<file path="config.mk">
export PLATFORM = sky130hd
export DESIGN_NAME = phy_status_port
export DESIGN_NICKNAME = d
export VERILOG_FILES = /design/src/phy_status_pkg.sv /design/src/lane_detect.sv /design/src/phy_status_port.sv
export SDC_FILE = /design/constraint.sdc
export NUM_CORES = 1
export LEC_CHECK = 0
export BUFFER_PORTS_ARGS = -buffer_cell sky130_fd_sc_hd__buf_2
export CAP_MARGIN = 0
export CORE_ASPECT_RATIO = 1.25
export CORE_MARGIN = 2
export CORE_UTILIZATION = 45
export DETAILED_ROUTE_END_ITERATION = 10
export PLACE_DENSITY = 0.76
export SLEW_MARGIN = 40
export SYNTH_ARGS = -nofsm -noshare
export SYNTH_HDL_FRONTEND = slang
export SYNTH_SLANG_ARGS = --single-unit
</file>
<file path="constraint.sdc">
create_clock -name mclk -period 4.8 [get_ports mclk]
set_input_delay 1.2 -clock mclk [delete_from_list [all_inputs] [get_ports mclk]]
set_output_delay 1.2 -clock mclk [all_outputs]
set_load 0.02 [all_outputs]
</file>
<file path="src/phy_status_pkg.sv">
// Constants for the physical layer status port.
// Assumes one user clock domain and an active-low asynchronous core reset.
// Contract
// - The first negotiated width is reported on 3 bits: 000 none, 001 x1, 011 x2, 100 x8.
// - The first negotiated width clears on reset or on passing Detect, otherwise holds.
// - The first negotiated width is the widest usable width, capped by both partners.
// - Receive power substate is 00 none, 01 entry, 10 idle, 11 fast training.
// - Transmit power substate is 000 none, 001-011 entry, 100 idle, 101-111 fast training.
// - Lane swap is 00 none, 01 lanes 1:0, 10 lanes 3:0, 11 lanes 7:0.
// - The link fast-rate flag is 1 only when both ends support 5.0 Gb/s.
// - The partner fast-rate flag is 1 when the partner advertises 5.0 Gb/s, valid with link up.
// - The widen-capable flag is 1 when the link can upconfigure, valid with link up.
// - Current rate is 0 for 2.5 Gb/s and 1 for 5.0 Gb/s, valid with link up.
// - Current width is 00 x1, 01 x2, 10 x4, 11 x8, valid with link up.
// - One output tells whether the physical link is up.
// - A found receiver shows 011 on that lane's status with its PHY status strobe.
// - During detection only 000 (absent) and 011 (present) are legal status codes.
// - Raising the detect request starts detection; PHY status marks the result.
package phy_status_pkg;
  localparam logic [2:0] FIRST_W_NONE = 3'h0;
  localparam logic [2:0] FIRST_W_X1   = 3'h1;
  localparam logic [2:0] FIRST_W_X2   = 3'h3;
  localparam logic [2:0] FIRST_W_X8   = 3'h4;
  localparam logic [1:0] CUR_W_X1     = 2'h0;
  localparam logic [1:0] CUR_W_X2     = 2'h1;
  localparam logic [1:0] CUR_W_X4     = 2'h2;
  localparam logic [1:0] CUR_W_X8     = 2'h3;
  localparam logic [1:0] RX_PM_NONE   = 2'h0;
  localparam logic [1:0] RX_PM_ENTRY  = 2'h1;
  localparam logic [1:0] RX_PM_IDLE   = 2'h2;
  localparam logic [1:0] RX_PM_FTS    = 2'h3;
  localparam logic [2:0] TX_PM_NONE   = 3'h0;
  localparam logic [2:0] TX_PM_ENTRY0 = 3'h1;
  localparam logic [2:0] TX_PM_IDLE   = 3'h4;
  localparam logic [2:0] TX_PM_FTS0   = 3'h5;
  localparam logic [2:0] RXST_ABSENT  = 3'h0;
  localparam logic [2:0] RXST_PRESENT = 3'h3;
  localparam int         NUM_LANES    = 4;

  typedef enum logic [2:0] {
    DET_IDLE = 3'b001,
    DET_RUN  = 3'b010,
    DET_DONE = 3'b100
  } det_state_t;

  typedef enum logic [3:0] {
    PM_OFF   = 4'b0001,
    PM_ENTRY = 4'b0010,
    PM_IDLE  = 4'b0100,
    PM_FTS   = 4'b1000
  } pm_state_t;
endpackage

</file>
<file path="src/lane_detect.sv">
// One lane of receiver detection toward the transceiver wrapper.
// Assumes the detect request from link training is synchronous to mclk.
`timescale 1ns/100ps
module lane_detect
  import phy_status_pkg::*;
#(
  parameter int DET_CYCLES = 4
) (
  input  wire logic       mclk,        // User clock
  input  wire logic       rstn,        // Async reset, active low
  input  wire logic       det_req,     // Detect request from training
  input  wire logic       rx_found,    // Analog result: receiver present
  output logic            phy_status,  // One-cycle done strobe
  output logic [2:0]      rx_status    // Detect result code
);
  det_state_t      st_r, st_nxt;
  logic [7:0]      cnt_r;
  logic            cnt_end;

  assign cnt_end = (cnt_r == 8'(DET_CYCLES - 1));

  always_comb begin
    st_nxt = st_r;
    case (st_r)
      DET_IDLE: if (det_req) st_nxt = DET_RUN;
      DET_RUN:  if (cnt_end) st_nxt = DET_DONE;
      // Wait for the request to drop before a new run
      DET_DONE: if (!det_req) st_nxt = DET_IDLE;
      default:  st_nxt = DET_IDLE;
    endcase
  end

  always_ff @(posedge mclk or negedge rstn) begin
    if (!rstn) begin
      st_r       <= DET_IDLE;
      cnt_r      <= 8'h00;
      phy_status <= 1'b0;
      rx_status  <= RXST_ABSENT;
    end else begin
      st_r       <= st_nxt;
      cnt_r      <= (st_r == DET_RUN) ? cnt_r + 8'h01 : 8'h00;
      phy_status <= (st_r == DET_RUN) && cnt_end;
      // Only the two legal codes are ever produced
      if ((st_r == DET_RUN) && cnt_end)
        rx_status <= rx_found ? RXST_PRESENT : RXST_ABSENT;
      else
        rx_status <= RXST_ABSENT;
    end
  end
endmodule

</file>
<file path="src/phy_status_port.sv">
// Physical layer status outputs toward the user application.
// Assumes training logic inputs are synchronous to mclk.
`timescale 1ns/100ps
module phy_status_port
  import phy_status_pkg::*;
#(
  parameter int LANES      = NUM_LANES,
  parameter int DET_CYCLES = 4
) (
  input  wire logic             mclk,           // User clock
  input  wire logic             rstn,           // Core reset, active low
  input  wire logic             in_detect,      // Training is in Detect
  input  wire logic             trained,        // Training reached L0
  input  wire logic [1:0]       own_max_width,  // Own width cap, 2-bit code
  input  wire logic [1:0]       ptr_max_width,  // Partner width cap
  input  wire logic [1:0]       lanes_ok_width, // Widest width trained
  input  wire logic [1:0]       width_now,      // Width in use now
  input  wire logic             rate_fast,      // Running at 5.0 Gb/s
  input  wire logic             own_fast,       // Device supports 5.0
  input  wire logic             ptr_fast,       // Partner advertises 5.0
  input  wire logic             can_widen,      // Link can upconfigure
  input  wire logic [1:0]       swap_in,        // Lane reversal found
  input  wire logic             rx_l0s_req,     // Receiver sees L0s entry
  input  wire logic             rx_fts_seen,    // Receiver sees fast train
  input  wire logic             rx_l0s_exit,    // Receiver back in L0
  input  wire logic             tx_l0s_req,     // Transmit L0s request
  input  wire logic             tx_l0s_exit,    // Transmit L0s exit
  input  wire logic             tx_det_rx,      // Receiver detect request
  input  wire logic [LANES-1:0] rx_found,       // Per-lane analog result
  output logic [LANES-1:0]      lane_phy_status, // Per-lane done strobe
  output logic [3*LANES-1:0]    lane_rx_status,  // Per-lane result code
  output logic [2:0]            first_negotiated_width, // First width
  output logic                  phys_link_is_up,        // Link up
  output logic [1:0]            rx_power_substate,      // RX L0s state
  output logic [2:0]            tx_power_substate,      // TX L0s state
  output logic [1:0]            lane_swap_setting,      // Reversal
  output logic                  link_fast_rate_capable, // Both 5.0
  output logic                  partner_fast_rate_capable, // Partner 5.0
  output logic                  link_widen_capable,     // Upconfigure
  output logic                  current_rate,           // Rate now
  output logic [1:0]            current_width           // Width now
);
  // Map the 2-bit width code to the 3-bit first-width code
  function automatic logic [2:0] first_code(input logic [1:0] w);
    case (w)
      CUR_W_X1: first_code = FIRST_W_X1;
      CUR_W_X2: first_code = FIRST_W_X2;
      CUR_W_X8: first_code = FIRST_W_X8;
      default:  first_code = 3'h2; // x4, unnamed in the 3-bit scheme
    endcase
  endfunction

  function automatic logic [1:0] min_w(input logic [1:0] a,
                                       input logic [1:0] b);
    min_w = (a < b) ? a : b;
  endfunction

  // Encode the one-hot receive state as the 2-bit output code
  function automatic logic [1:0] rx_code(input pm_state_t s);
    case (s)
      PM_ENTRY: rx_code = RX_PM_ENTRY;
      PM_IDLE:  rx_code = RX_PM_IDLE;
      PM_FTS:   rx_code = RX_PM_FTS;
      default:  rx_code = RX_PM_NONE;
    endcase
  endfunction

  logic [1:0]  cap_w;
  logic [1:0]  use_w;
  logic        first_hit;
  logic        latched_r;
  logic [2:0]  first_w_nxt;
  pm_state_t   rx_pm_r, rx_pm_nxt;
  logic [1:0]  tx_ph_r, tx_ph_nxt;
  logic [2:0]  tx_pm_nxt;
  logic        tx_in_r, tx_in_nxt;
  logic        tx_fts_r, tx_fts_nxt;
  logic        latch_nxt;
  logic        link_up_nxt;
  logic        both_fast;
  logic [1:0]  rx_code_nxt;

  assign cap_w = min_w(own_max_width, ptr_max_width);
  assign use_w = min_w(cap_w, lanes_ok_width);
  assign first_hit = trained && !latched_r && !in_detect;
  assign first_w_nxt = in_detect ? FIRST_W_NONE :
                       first_hit ? first_code(use_w) :
                       first_negotiated_width;
  // Cleared by Detect so a retrain latches a fresh width
  assign latch_nxt   = in_detect ? 1'b0 : (latched_r | first_hit);
  assign link_up_nxt = trained && !in_detect;
  assign rx_code_nxt = rx_code(rx_pm_nxt);
  assign both_fast   = own_fast && ptr_fast;

  always_comb begin
    rx_pm_nxt = rx_pm_r;
    case (rx_pm_r)
      PM_OFF:   if (rx_l0s_req) rx_pm_nxt = PM_ENTRY;
      PM_ENTRY: rx_pm_nxt = PM_IDLE;
      PM_IDLE:  if (rx_fts_seen) rx_pm_nxt = PM_FTS;
      PM_FTS:   if (rx_l0s_exit) rx_pm_nxt = PM_OFF;
      default:  rx_pm_nxt = PM_OFF;
    endcase
  end

  // Transmit side steps through three entry and three fast-train phases
  always_comb begin
    tx_in_nxt  = tx_in_r;
    tx_fts_nxt = tx_fts_r;
    tx_ph_nxt  = tx_ph_r;
    if (!tx_in_r) begin
      if (tx_l0s_req) begin
        tx_in_nxt = 1'b1;
        tx_ph_nxt = 2'h0;
      end
    end else if (!tx_fts_r && tx_ph_r != 2'h3) begin
      tx_ph_nxt = tx_ph_r + 2'h1; // Entry 0..2 then idle
    end else if (!tx_fts_r) begin
      if (tx_l0s_exit) begin
        tx_fts_nxt = 1'b1;
        tx_ph_nxt  = 2'h0;
      end
    end else if (tx_ph_r != 2'h2) begin
      tx_ph_nxt = tx_ph_r + 2'h1;
    end else begin
      tx_in_nxt  = 1'b0;
      tx_fts_nxt = 1'b0;
      tx_ph_nxt  = 2'h0;
    end
  end

  always_comb begin
    if (!tx_in_nxt)
      tx_pm_nxt = TX_PM_NONE;
    else if (tx_fts_nxt)
      tx_pm_nxt = TX_PM_FTS0 + {1'b0, tx_ph_nxt};
    else if (tx_ph_nxt == 2'h3)
      tx_pm_nxt = TX_PM_IDLE;
    else
      tx_pm_nxt = TX_PM_ENTRY0 + {1'b0, tx_ph_nxt};
  end

  // Reset forces every output to its untrained zero
  always_ff @(posedge mclk or negedge rstn) begin
    if (!rstn) begin
      latched_r              <= 1'b0;
      first_negotiated_width <= FIRST_W_NONE;
    end else begin
      latched_r              <= latch_nxt;
      first_negotiated_width <= first_w_nxt;
    end
  end

  always_ff @(posedge mclk or negedge rstn) begin
    if (!rstn) begin
      rx_pm_r <= PM_OFF;
    end else begin
      rx_pm_r <= rx_pm_nxt;
    end
  end

  always_ff @(posedge mclk or negedge rstn) begin
    if (!rstn) begin
      tx_in_r  <= 1'b0;
      tx_fts_r <= 1'b0;
      tx_ph_r  <= 2'h0;
    end else begin
      tx_in_r  <= tx_in_nxt;
      tx_fts_r <= tx_fts_nxt;
      tx_ph_r  <= tx_ph_nxt;
    end
  end

  // Rate and width mean nothing while the link is down; user qualifies
  always_ff @(posedge mclk or negedge rstn) begin
    if (!rstn) begin
      phys_link_is_up <= 1'b0;
      current_rate    <= 1'b0;
      current_width   <= CUR_W_X1;
    end else begin
      phys_link_is_up <= link_up_nxt;
      current_rate    <= rate_fast;
      current_width   <= width_now;
    end
  end

  // Codes come from the next state so they line up with the state flops
  always_ff @(posedge mclk or negedge rstn) begin
    if (!rstn) begin
      rx_power_substate <= RX_PM_NONE;
      tx_power_substate <= TX_PM_NONE;
    end else begin
      rx_power_substate <= rx_code_nxt;
      tx_power_substate <= tx_pm_nxt;
    end
  end

  always_ff @(posedge mclk or negedge rstn) begin
    if (!rstn) begin
      lane_swap_setting         <= 2'h0;
      link_fast_rate_capable    <= 1'b0;
      partner_fast_rate_capable <= 1'b0;
      link_widen_capable        <= 1'b0;
    end else begin
      lane_swap_setting         <= swap_in;
      link_fast_rate_capable    <= both_fast;
      partner_fast_rate_capable <= ptr_fast;
      link_widen_capable        <= can_widen;
    end
  end

  genvar g;
  generate
    for (g = 0; g < LANES; g++) begin : g_lane
      lane_detect #(.DET_CYCLES(DET_CYCLES)) u_det (
        .mclk       (mclk),
        .rstn       (rstn),
        .det_req    (tx_det_rx),
        .rx_found   (rx_found[g]),
        .phy_status (lane_phy_status[g]),
        .rx_status  (lane_rx_status[3*g +: 3])
      );
    end
  endgenerate
endmodule

</file>
==> run metrics, run 1 <==
status=finished, final reports clean; Root Buffer=clkbuf_8; DIE AREA=8560 µm²; gr ovfl total=0; Core Region=7700 µm²; via count=2585; final hold violation count=0; worst-case hold path end point=g_lane[1].u_det.cnt_r[0]; Initial Utilization=45.8%; power share of the clock group=33.6%; mapped cell area=3520 µm²; RR Startpoint=tx_ph_r[0]; maximum vdd drop=271 µV; setup bufs post-CTS=0; Lkg Pwr=1.98 nW; RSZ-0062 raised after global routing=no; # hold bufs at CTS=0; first-pass GRT wire length=10.9 mm; Hold WC Path Type=reg -> reg; share of layout cells above drive strength 1=20.6%; Synth Area in Compound Gates=9.19%; drt first pass iters=5; most used flip-flop cell after synthesis=dfrtp_1; number of port buffers=56; Hold Path Stages=1; vias in the first global route=2503; Pint=1.35 mW; Wirelength per Cell=13.1 µm; Slew @ Worst Pin=0.684 ns; CTS tree=built; clock transition at the registers of the reported paths=0.08 ns; fin crit period=2.26 ns; Die H=103 µm; CP startpoint kind=input pin; dpl cells=469; Seq/Total Area, Yosys=55.6%; largest net degree at the start of global routing=79; hold wc startpoint=g_lane[1].u_det.cnt_r[0]; FF+latch count, synth=78; Yosys top cell area share=51.8%; GRT Overall Usage=15.9%; ys async rst share=100%; Comb power frac=20.7%; part of the cycle the worst path needs=47.0%; GR peak layer=met2; GR Util met2=27.9%; initial antenna violation count=0; FF-to-FF setup slack=2.77 ns; Pwr Density=461 nW/µm²; drc violations=0; n_diodes=0; Post-synth EDFFs=0; Post-Synthesis Cells=330; Synth area leader=dfrtp_1; overall die width=83.2 µm; Synth Area in Simple Gates=20.9%; worst skew pair latency=0.35 ns; share of power burned in registers=45.8%; placer congestion estimate=0.738; Worst Path Class, Setup=in -> reg; sw frac=28.5%; Post-DRT Antenna Nets=0; Iter 0 DRT Violations=147; setup TNS=0 ns; maximum clock rate=443 MHz; Avg Inst Size Synth=10.7 µm²; Worst Path Arrival=2.50 ns; Min Hold Slack=0.514 ns; worst-path fanout max=3; htree depth=3; # setup viols final=0; maxcap violations=0; total CTS buffers=9; mux share of post-synthesis cell area=1.99%; total power=1.89 mW; # IOs=61; Area growth, synth to finish=16.3%; met1 usage=18.7%; Psw=0.539 mW; Pins Over Slew Limit=0; Synth Area in XOR/XNOR=2.98%; most frequent cell after synthesis=dfrtp_1; worst reg2reg path endpoint=tx_power_substate[2]; Slew headroom=54.4%; Synth cell types=47; top cells by count, synth=dfrtp_1, nor2_1, nand2_1; FF-to-FF path depth=8; Detailed Place HPWL=4.42 mm; TritonCTS Sinks=78; Vias/cell=5.34; Post-CTS Resized=0; Critical Path RT=5.05 ns; ranking of synthesized cells by area=dfrtp_1, ha_1, nor2_1; adder-cell area share of the yosys netlist=5.32%; non-filler cells, final=484; met3 usage=4.24%; layout net count=428; Post-Route Skew=0.00844 ns; Setup crit end kind=flop; clk buf depth=2; Ys Warns=0; largest family of logic cells by synthesized area=simple AND/OR/NAND/NOR gates; # rows=36; wirelength, routed=6.33 mm
-- worst max-delay path: stages --
cell,delay (ns)
buf_2,0.11
ha_1,0.23
ha_1,0.28
nor2_1,0.04
o22a_1,0.18
ha_1,0.29
mux2i_1,0.12
nor2_1,0.05
-- through the flow --
step           util [%]  cell area [µm²]  worst slack (ns)
4_1_cts            53.2             4100              2.55
3_5_place_dp       49.8             3840              2.17
3_3_place_gp       49.8             3830              2.22
5_1_grt            53.2             4100              2.40
2_1_floorplan         -             3540              2.37
6_report           53.2             4100              2.54
-- area by class of cell --
class	instances	area (µm²)
timing repair buffer	56	287
tap	95	119
multi-input combinational	230	1440
inverter	10	37.5
clock inverter	4	120
fill	689	3600
clock buffer	11	141
sequential	78	1960
-- layer usage --
layer  share of wire, %  up-vias  wire (µm)
met3                4.5        9        287
met1                 44     1265       2760
li1                   -     1245          -
met5                  0        -          0
met2                 50       66       3170
met4                1.7        0        110
-- power groups by stage --
stage	clock network (mW)	logic, mW	registers [mW]
4_1_cts	0.651	0.396	0.864
2_1_floorplan	0	0.271	0.877
3_5_place_dp	0	0.393	0.876
6_report	0.635	0.391	0.865
3_3_place_gp	0	0.379	0.870
5_1_grt	0.680	0.452	0.881
-- worst max-delay path by stage --
stage	from	end	slack (ns)
floorplan	own_max_width[1]	first_negotiated_width[1]	2.37
global placement	own_max_width[1]	first_negotiated_width[1]	2.22
detailed placement	own_max_width[1]	first_negotiated_width[1]	2.17
CTS	own_max_width[1]	first_negotiated_width[1]	2.55
global route	tx_l0s_exit	tx_power_substate[2]	2.40
finish	own_max_width[1]	first_negotiated_width[1]	2.54
-- layout by cell type (no fill, tap or decap), types with 3 or more instances in the layout --
master,n
dfrtp_1,73
buf_2,55
nor2_1,38
nand2_1,19
nand3_1,18
o21ai_0,16
ha_1,15
a21oi_1,14
or3_1,10
inv_1,10
clkbuf_8,10
and2_1,9
xor2_1,8
nor3b_1,7
mux2i_1,7
and3_1,6
o22ai_1,5
nor2b_1,5
dfstp_2,5
xnor2_1,4
nor3_1,4
nor4b_1,4
nand3b_1,4
o21a_1,4
conb_1,4
bufinv_16,4
nand4_1,3
a31oi_1,3
-- kinds of logic after synthesis --
group                    after synthesis
flip-flops                            78
AO/OA/AOI/OAI                         53
adder cells (fa/ha/maj)               15
multiplexers                           7
buffers and inverters                 25
AND/OR/NAND/NOR                      139
other                                  1
XOR/XNOR                              12
-- state kept, by name, indices dropped and copies added, names as in the netlist --
| signal | cells |
|---|---|
| g_lane.u_det.cnt_r | 32 |
| g_lane.u_det.st_r | 12 |
| g_lane.u_det.phy_status | 4 |
| g_lane.u_det.rx_status | 4 |
| rx_pm_r | 4 |
| first_negotiated_width | 3 |
| tx_power_substate | 3 |
| current_width | 2 |
| lane_swap_setting | 2 |
| rx_power_substate | 2 |
| tx_ph_r | 2 |
| current_rate | 1 |
| latched_r | 1 |
| link_fast_rate_capable | 1 |
| link_widen_capable | 1 |
| partner_fast_rate_capable | 1 |
| phys_link_is_up | 1 |
| tx_fts_r | 1 |
| tx_in_r | 1 |
Note: power is estimated with default switching activity, not from simulation.
==> run 2: changes to the inputs <==
==> constraint.sdc (replaced) <==
create_clock -name mclk -period 2.1 [get_ports mclk]
set_input_delay 0.525 -clock mclk [delete_from_list [all_inputs] [get_ports mclk]]
set_output_delay 0.525 -clock mclk [all_outputs]
set_load 0.02 [all_outputs]
==> run 2 against run 1 <==
Flip-flop and latch count did not move. Clock-buffer cell count shrank 1. Highest routed layer unchanged. Combinational power grew 130%. Cell area decreased by 0.12%. Register-to-register slack worse by 2.6 ns. Final cell count up 1.0%. First-iteration DRC count shrank 48%.
==> run metrics, run 2 (same netlist as run 1, synthesis figures left out) <==
Iter 0 DRT Violations=77 (was 147); maxcap violations=0 (unchanged); fillcell total=690 (was 689); worst skew pair latency=0.34 ns (was 0.35 ns); first-pass GRT wire length=10.9 mm (about the same); fin crit period=1.94 ns; total CTS buffers=9 (unchanged); non-filler cells, final=489 (was 484); number of port buffers=56 (unchanged); Pwr Density=1010 nW/µm² (was 461 nW/µm²); htree depth=3 (unchanged); Worst Path Arrival=2.18 ns (was 2.50 ns); maximum vdd drop=686 µV (was 271 µV); Die H=103 µm (unchanged); Hold WC Path Type=in -> async (was reg -> reg); # IOs=61 (unchanged); Core Region=7700 µm² (unchanged); CTS tree=built (unchanged); Setup crit end kind=flop (unchanged); Slew @ Worst Pin=0.541 ns (was 0.684 ns); Post-CTS Resized=0 (unchanged); layout net count=432 (was 428); RSZ-0062 raised after global routing=no (unchanged); dpl cells=473 (was 469); wirelength, routed=6.40 mm (was 6.33 mm); placer congestion estimate=0.784 (was 0.738); largest net degree at the start of global routing=33 (was 79); most frequent cells in the layout=dfrtp_1, buf_2, nor2_1 (unchanged); worst-path fanout max=6 (was 3); Initial Utilization=45.8% (unchanged); # setup viols final=0 (unchanged); clock transition at the registers of the reported paths=0.08 ns (about the same); Post-Route Skew=0.00920 ns (was 0.00844 ns); CP startpoint kind=flop (was input pin); share of layout cells above drive strength 1=22.1% (was 20.6%); Area growth, synth to finish=16.2% (was 16.3%); Worst Setup SP=tx_ph_r[0] (was own_max_width[1]); Comb power frac=22.2% (was 20.7%); Critical Path RT=2.33 ns (was 5.05 ns); Root Buffer=clkbuf_8 (unchanged); status=finished, final reports clean (unchanged); Slew headroom=63.6% (was 54.4%); gr ovfl total=0 (unchanged); part of the cycle the worst path needs=92.5%; Worst Path Class, Setup=reg -> reg (was in -> reg); Largest regs=g_lane.u_det.cnt_r: 32 flops, g_lane.u_det.st_r: 12 flops (unchanged); clk buf depth=2 (unchanged); max reg flops=32 (unchanged); commonest non-fill, non-tap cell in the layout=dfrtp_1 (unchanged); overall die width=83.2 µm (unchanged); maximum clock rate=515 MHz; via count=2592 (was 2585); DIE AREA=8560 µm² (unchanged); power share of the clock group=29.8% (was 33.6%); setup bufs post-CTS=0 (unchanged); RR Startpoint=tx_ph_r[0] (unchanged); Largest Register=g_lane.u_det.cnt_r (unchanged); n_diodes=0 (unchanged); drc violations=0 (unchanged); Vias/cell=5.30 (was 5.34); setup TNS=0 ns (unchanged); initial antenna violation count=0 (unchanged); Wirelength per Cell=13.1 µm (about the same); # rows=36 (unchanged); sw frac=30.6% (was 28.5%); final core occ=53.2% (about the same); Post-DRT Antenna Nets=0 (unchanged); Pins Over Slew Limit=0 (unchanged); Pint=2.86 mW (was 1.35 mW); Lkg Pwr=1.98 nW (about the same); crit path to=tx_power_substate[2] (was first_negotiated_width[1]); FF-to-FF path depth=8 (unchanged); worst reg2reg path endpoint=tx_power_substate[2] (unchanged); GRT Overall Usage=15.8% (was 15.9%); drt first pass iters=5 (unchanged); vias in the first global route=2530 (was 2503); final hold violation count=0 (unchanged); TritonCTS Sinks=78 (unchanged); FF-to-FF setup slack=0.16 ns (was 2.77 ns); Psw=1.26 mW (was 0.539 mW); # hold bufs at CTS=0 (unchanged); Detailed Place HPWL=4.62 mm (was 4.42 mm); share of power burned in registers=47.9% (was 45.8%)
[run 2: per-layer routing]
layer	vias up	track usage, %	wire length (µm)
li1	1255	-	-
met1	1259	19.6	2870
met2	70	26.4	3120
met3	8	4.88	340
met4	0	5.80	65
met5	-	0	0
[run 2: critical path: stages (launching register included)]
cell and delay, ns:
dfrtp_1 0.45, ha_1 0.28, and3b_1 0.20, o311ai_2 0.29
nand2_1 0.12, ha_1 0.19, inv_1 0.08, nand3_1 0.06
and3b_1 0.17
[run 2: worst min path at each step]
stage	end	slack, ns	cells after the start	startpoint
final	g_lane[1].u_det.rx_status[0]	0.10	1	rstn
after global routing	g_lane[1].u_det.phy_status	0.12	1	rstn
after CTS	g_lane[1].u_det.phy_status	0.11	1	rstn
after detailed placement	g_lane[1].u_det.rx_status[0]	0.49	1	rstn
after global placement	g_lane[1].u_det.rx_status[0]	0.48	1	rstn
after floorplan	current_rate	0.23	0	rstn
[run 2: per-stage QoR]
step	instance area [µm²]	setup slack (ns)	total power, mW	hold slack [ns]
2_1_floorplan	3540	0.278	2.62	0.229
3_3_place_gp	3860	0.184	2.86	0.481
3_5_place_dp	3860	0.0950	2.90	0.487
4_1_cts	4090	0.0902	4.15	0.107
5_1_grt	4100	0.000646	4.39	0.124
6_report	4100	0.157	4.12	0.103
[run 2: cell type report]
| class | instances | area, µm² | area share (%) |
|---|---|---|---|
| clock inverters | 6 | 85.1 | 2.08 |
| well taps | 95 | 119 | 2.90 |
| repair buffers | 60 | 313 | 7.64 |
| multi-input cells | 230 | 1450 | 35.3 |
| flip-flops and latches | 78 | 1960 | 47.8 |
| inverters | 10 | 37.5 | 0.917 |
| clock buffers | 10 | 138 | 3.36 |
[run 2: power by group through the flow]
stage | registers [mW] | logic, mW | clock network [mW]
finish | 1.98 | 0.917 | 1.23
global route | 2.02 | 1.04 | 1.32
CTS | 1.97 | 0.911 | 1.27
detailed placement | 2.00 | 0.901 | 0
global placement | 1.99 | 0.870 | 0
floorplan | 2.00 | 0.620 | 0
==> run 3: changes to the inputs <==
==> constraint.sdc (replaced) <==
create_clock -name mclk -period 1.92 [get_ports mclk]
set_input_delay 0.48 -clock mclk [delete_from_list [all_inputs] [get_ports mclk]]
set_output_delay 0.48 -clock mclk [all_outputs]
set_load 0.02 [all_outputs]
==> run 3 against run 2 <==
Power is 5.1% higher. Largest power group unchanged. Setup slack worse by 0.059 ns. Non-clock buffer count stayed put. Register-to-register slack worse by 0.06 ns. Final cell count is 0.20% lower. Clock skew is 0.0040 ns higher. Die area stayed put. Clock power is 7% lower. First-iteration DRC count is 78% higher. Critical path depth stayed put. Largest cell class unchanged. Combinational power is 15% higher.
==> run metrics, run 3 (same netlist as run 1, synthesis figures left out) <==
Detailed Place HPWL=4.51 mm (was 4.62 mm); Initial Utilization=45.8% (unchanged); via count=2571 (was 2592); GR peak layer=met2 (unchanged); Hold WC Path Type=in -> async (unchanged); share of layout cells above drive strength 1=21.9% (was 22.1%); final hold violation count=0 (unchanged); fin crit period=1.82 ns (was 1.94 ns); Worst Path Arrival=2.05 ns (was 2.18 ns); Pins Over Slew Limit=0 (unchanged); overall die width=83.2 µm (unchanged); layout net count=432 (unchanged); Lkg Pwr=1.97 nW (was 1.98 nW); pre-CTS setup slack=0.0323 ns (was 0.0950 ns); n_diodes=0 (unchanged); most frequent cells in the layout=dfrtp_1, buf_2, nor2_1 (unchanged); number of port buffers=56 (unchanged); Slew @ Worst Pin=0.491 ns (was 0.541 ns); maximum vdd drop=788 µV (was 686 µV); # rows=36 (unchanged); GR Util met2=27.0% (was 26.4%); Min Hold Slack=0.0510 ns (was 0.103 ns); htree depth=3 (unchanged); Area growth, synth to finish=15.5% (was 16.2%); non-filler cells, final=488 (was 489); Critical Path RT=2.14 ns (was 2.33 ns); # setup viols final=0 (unchanged); met3 usage=3.28% (was 4.88%); # IOs=61 (unchanged); Largest Register=g_lane.u_det.cnt_r (unchanged); clk buf depth=2 (unchanged); Vias/cell=5.27 (was 5.30); vias in the first global route=2525 (was 2530); final setup margin=0.0983 ns (was 0.157 ns); Setup crit end kind=flop (unchanged); Core Region=7700 µm² (unchanged); drc violations=0 (unchanged); maxcap violations=0 (unchanged); Slew headroom=67.0% (was 63.6%); TritonCTS Sinks=78 (unchanged); initial antenna violation count=0 (unchanged); Die H=103 µm (unchanged); wirelength, routed=6.13 mm (was 6.40 mm); placer congestion estimate=0.827 (was 0.784); Wirelength per Cell=12.6 µm (was 13.1 µm); gr ovfl total=0 (unchanged); drt first pass iters=6 (was 5); Post-Route Skew=0.0132 ns (was 0.00920 ns); met1 usage=18.9% (was 19.6%); final core occ=52.9% (was 53.2%); status=finished, final reports clean (unchanged); Post-DRT Antenna Nets=0 (unchanged); first-pass GRT wire length=10.8 mm (was 10.9 mm); commonest non-fill, non-tap cell in the layout=dfrtp_1 (unchanged); total CTS buffers=9 (unchanged); part of the cycle the worst path needs=94.9% (was 92.5%); Pwr Density=1060 nW/µm² (was 1010 nW/µm²); DIE AREA=8560 µm² (unchanged); total power=4.33 mW (was 4.12 mW); clock transition at the registers of the reported paths=0.07 ns (was 0.08 ns); # hold bufs at CTS=0 (unchanged); CP startpoint kind=flop (unchanged); Largest regs=g_lane.u_det.cnt_r: 32 flops, g_lane.u_det.st_r: 12 flops (unchanged); worst-path fanout max=3 (was 6); worst skew pair latency=0.33 ns (was 0.34 ns); maximum clock rate=549 MHz (was 515 MHz); Iter 0 DRT Violations=137 (was 77); fillcell total=681 (was 690); CTS tree=built (unchanged); Worst Path Class, Setup=reg -> reg (unchanged); GRT Overall Usage=15.3% (was 15.8%); max reg flops=32 (unchanged); largest net degree at the start of global routing=36 (was 33); dpl cells=473 (unchanged); Root Buffer=clkbuf_8 (unchanged)
## run 3: per-stage QoR
stage | cell area, µm² | setup TNS, ns
6_report | 4070 | 0
3_5_place_dp | 3880 | 0
2_1_floorplan | 3540 | 0
3_3_place_gp | 3880 | 0
4_1_cts | 4060 | 0
5_1_grt | 4070 | -0.0364
## run 3: area by class of cell
| class | instances | area [µm²] | share of cell area [%] |
|---|---|---|---|
| repair buffers | 60 | 325 | 7.99 |
| flip-flops and latches | 78 | 1960 | 48.1 |
| clock buffers | 10 | 128 | 3.13 |
| multi-input cells | 230 | 1450 | 35.6 |
| well taps | 95 | 119 | 2.92 |
| inverters | 10 | 37.5 | 0.922 |
| clock inverters | 5 | 52.6 | 1.29 |
## run 3: path summary, 6_finish.rpt
path / from / endpoint / slack [ns] / cells after the start
max: tx_ph_r[1] / tx_power_substate[2] / 0.1 / 8
min: rstn / g_lane[1].u_det.rx_status[0] / 0.05 / 1
max reg2reg: tx_ph_r[1] / tx_power_substate[2] / 0.1 / 8
min reg2reg: first_negotiated_width[0] / first_negotiated_width[0] / 0.51 / 2
max in group asynchronous: rstn / first_negotiated_width[0] / 1.29 / 2
min in group mclk: width_now[1] / current_width[1] / 0.26 / 1
## run 3: metal layers
layer / routed length, µm / up-vias
met2: 3060 / 59
met4: 62 / 0
met3: 247 / 5
met5: 0 / -
met1: 2760 / 1252
li1: - / 1255
## run 3: power breakdown
| group | switching, mW | internal [mW] |
|---|---|---|
| clock | 0.550 | 0.587 |
| sequential | 0.231 | 1.92 |
| combinational | 0.564 | 0.486 |
## run 3: repair_timing
item                       4_1_cts  5_1_grt
buffers inserted                 0        0
gates resized for setup          0        2
setup endpoints to repair        0        2
## run 3: critical path, cell delays in order (launching register included)
cell and delay (ns):
dfrtp_1 0.40, ha_1 0.21, and3b_1 0.19, o311ai_2 0.27, nand2_1 0.12, ha_1 0.19, inv_1 0.09, nand3_1 0.06
and3b_1 0.17
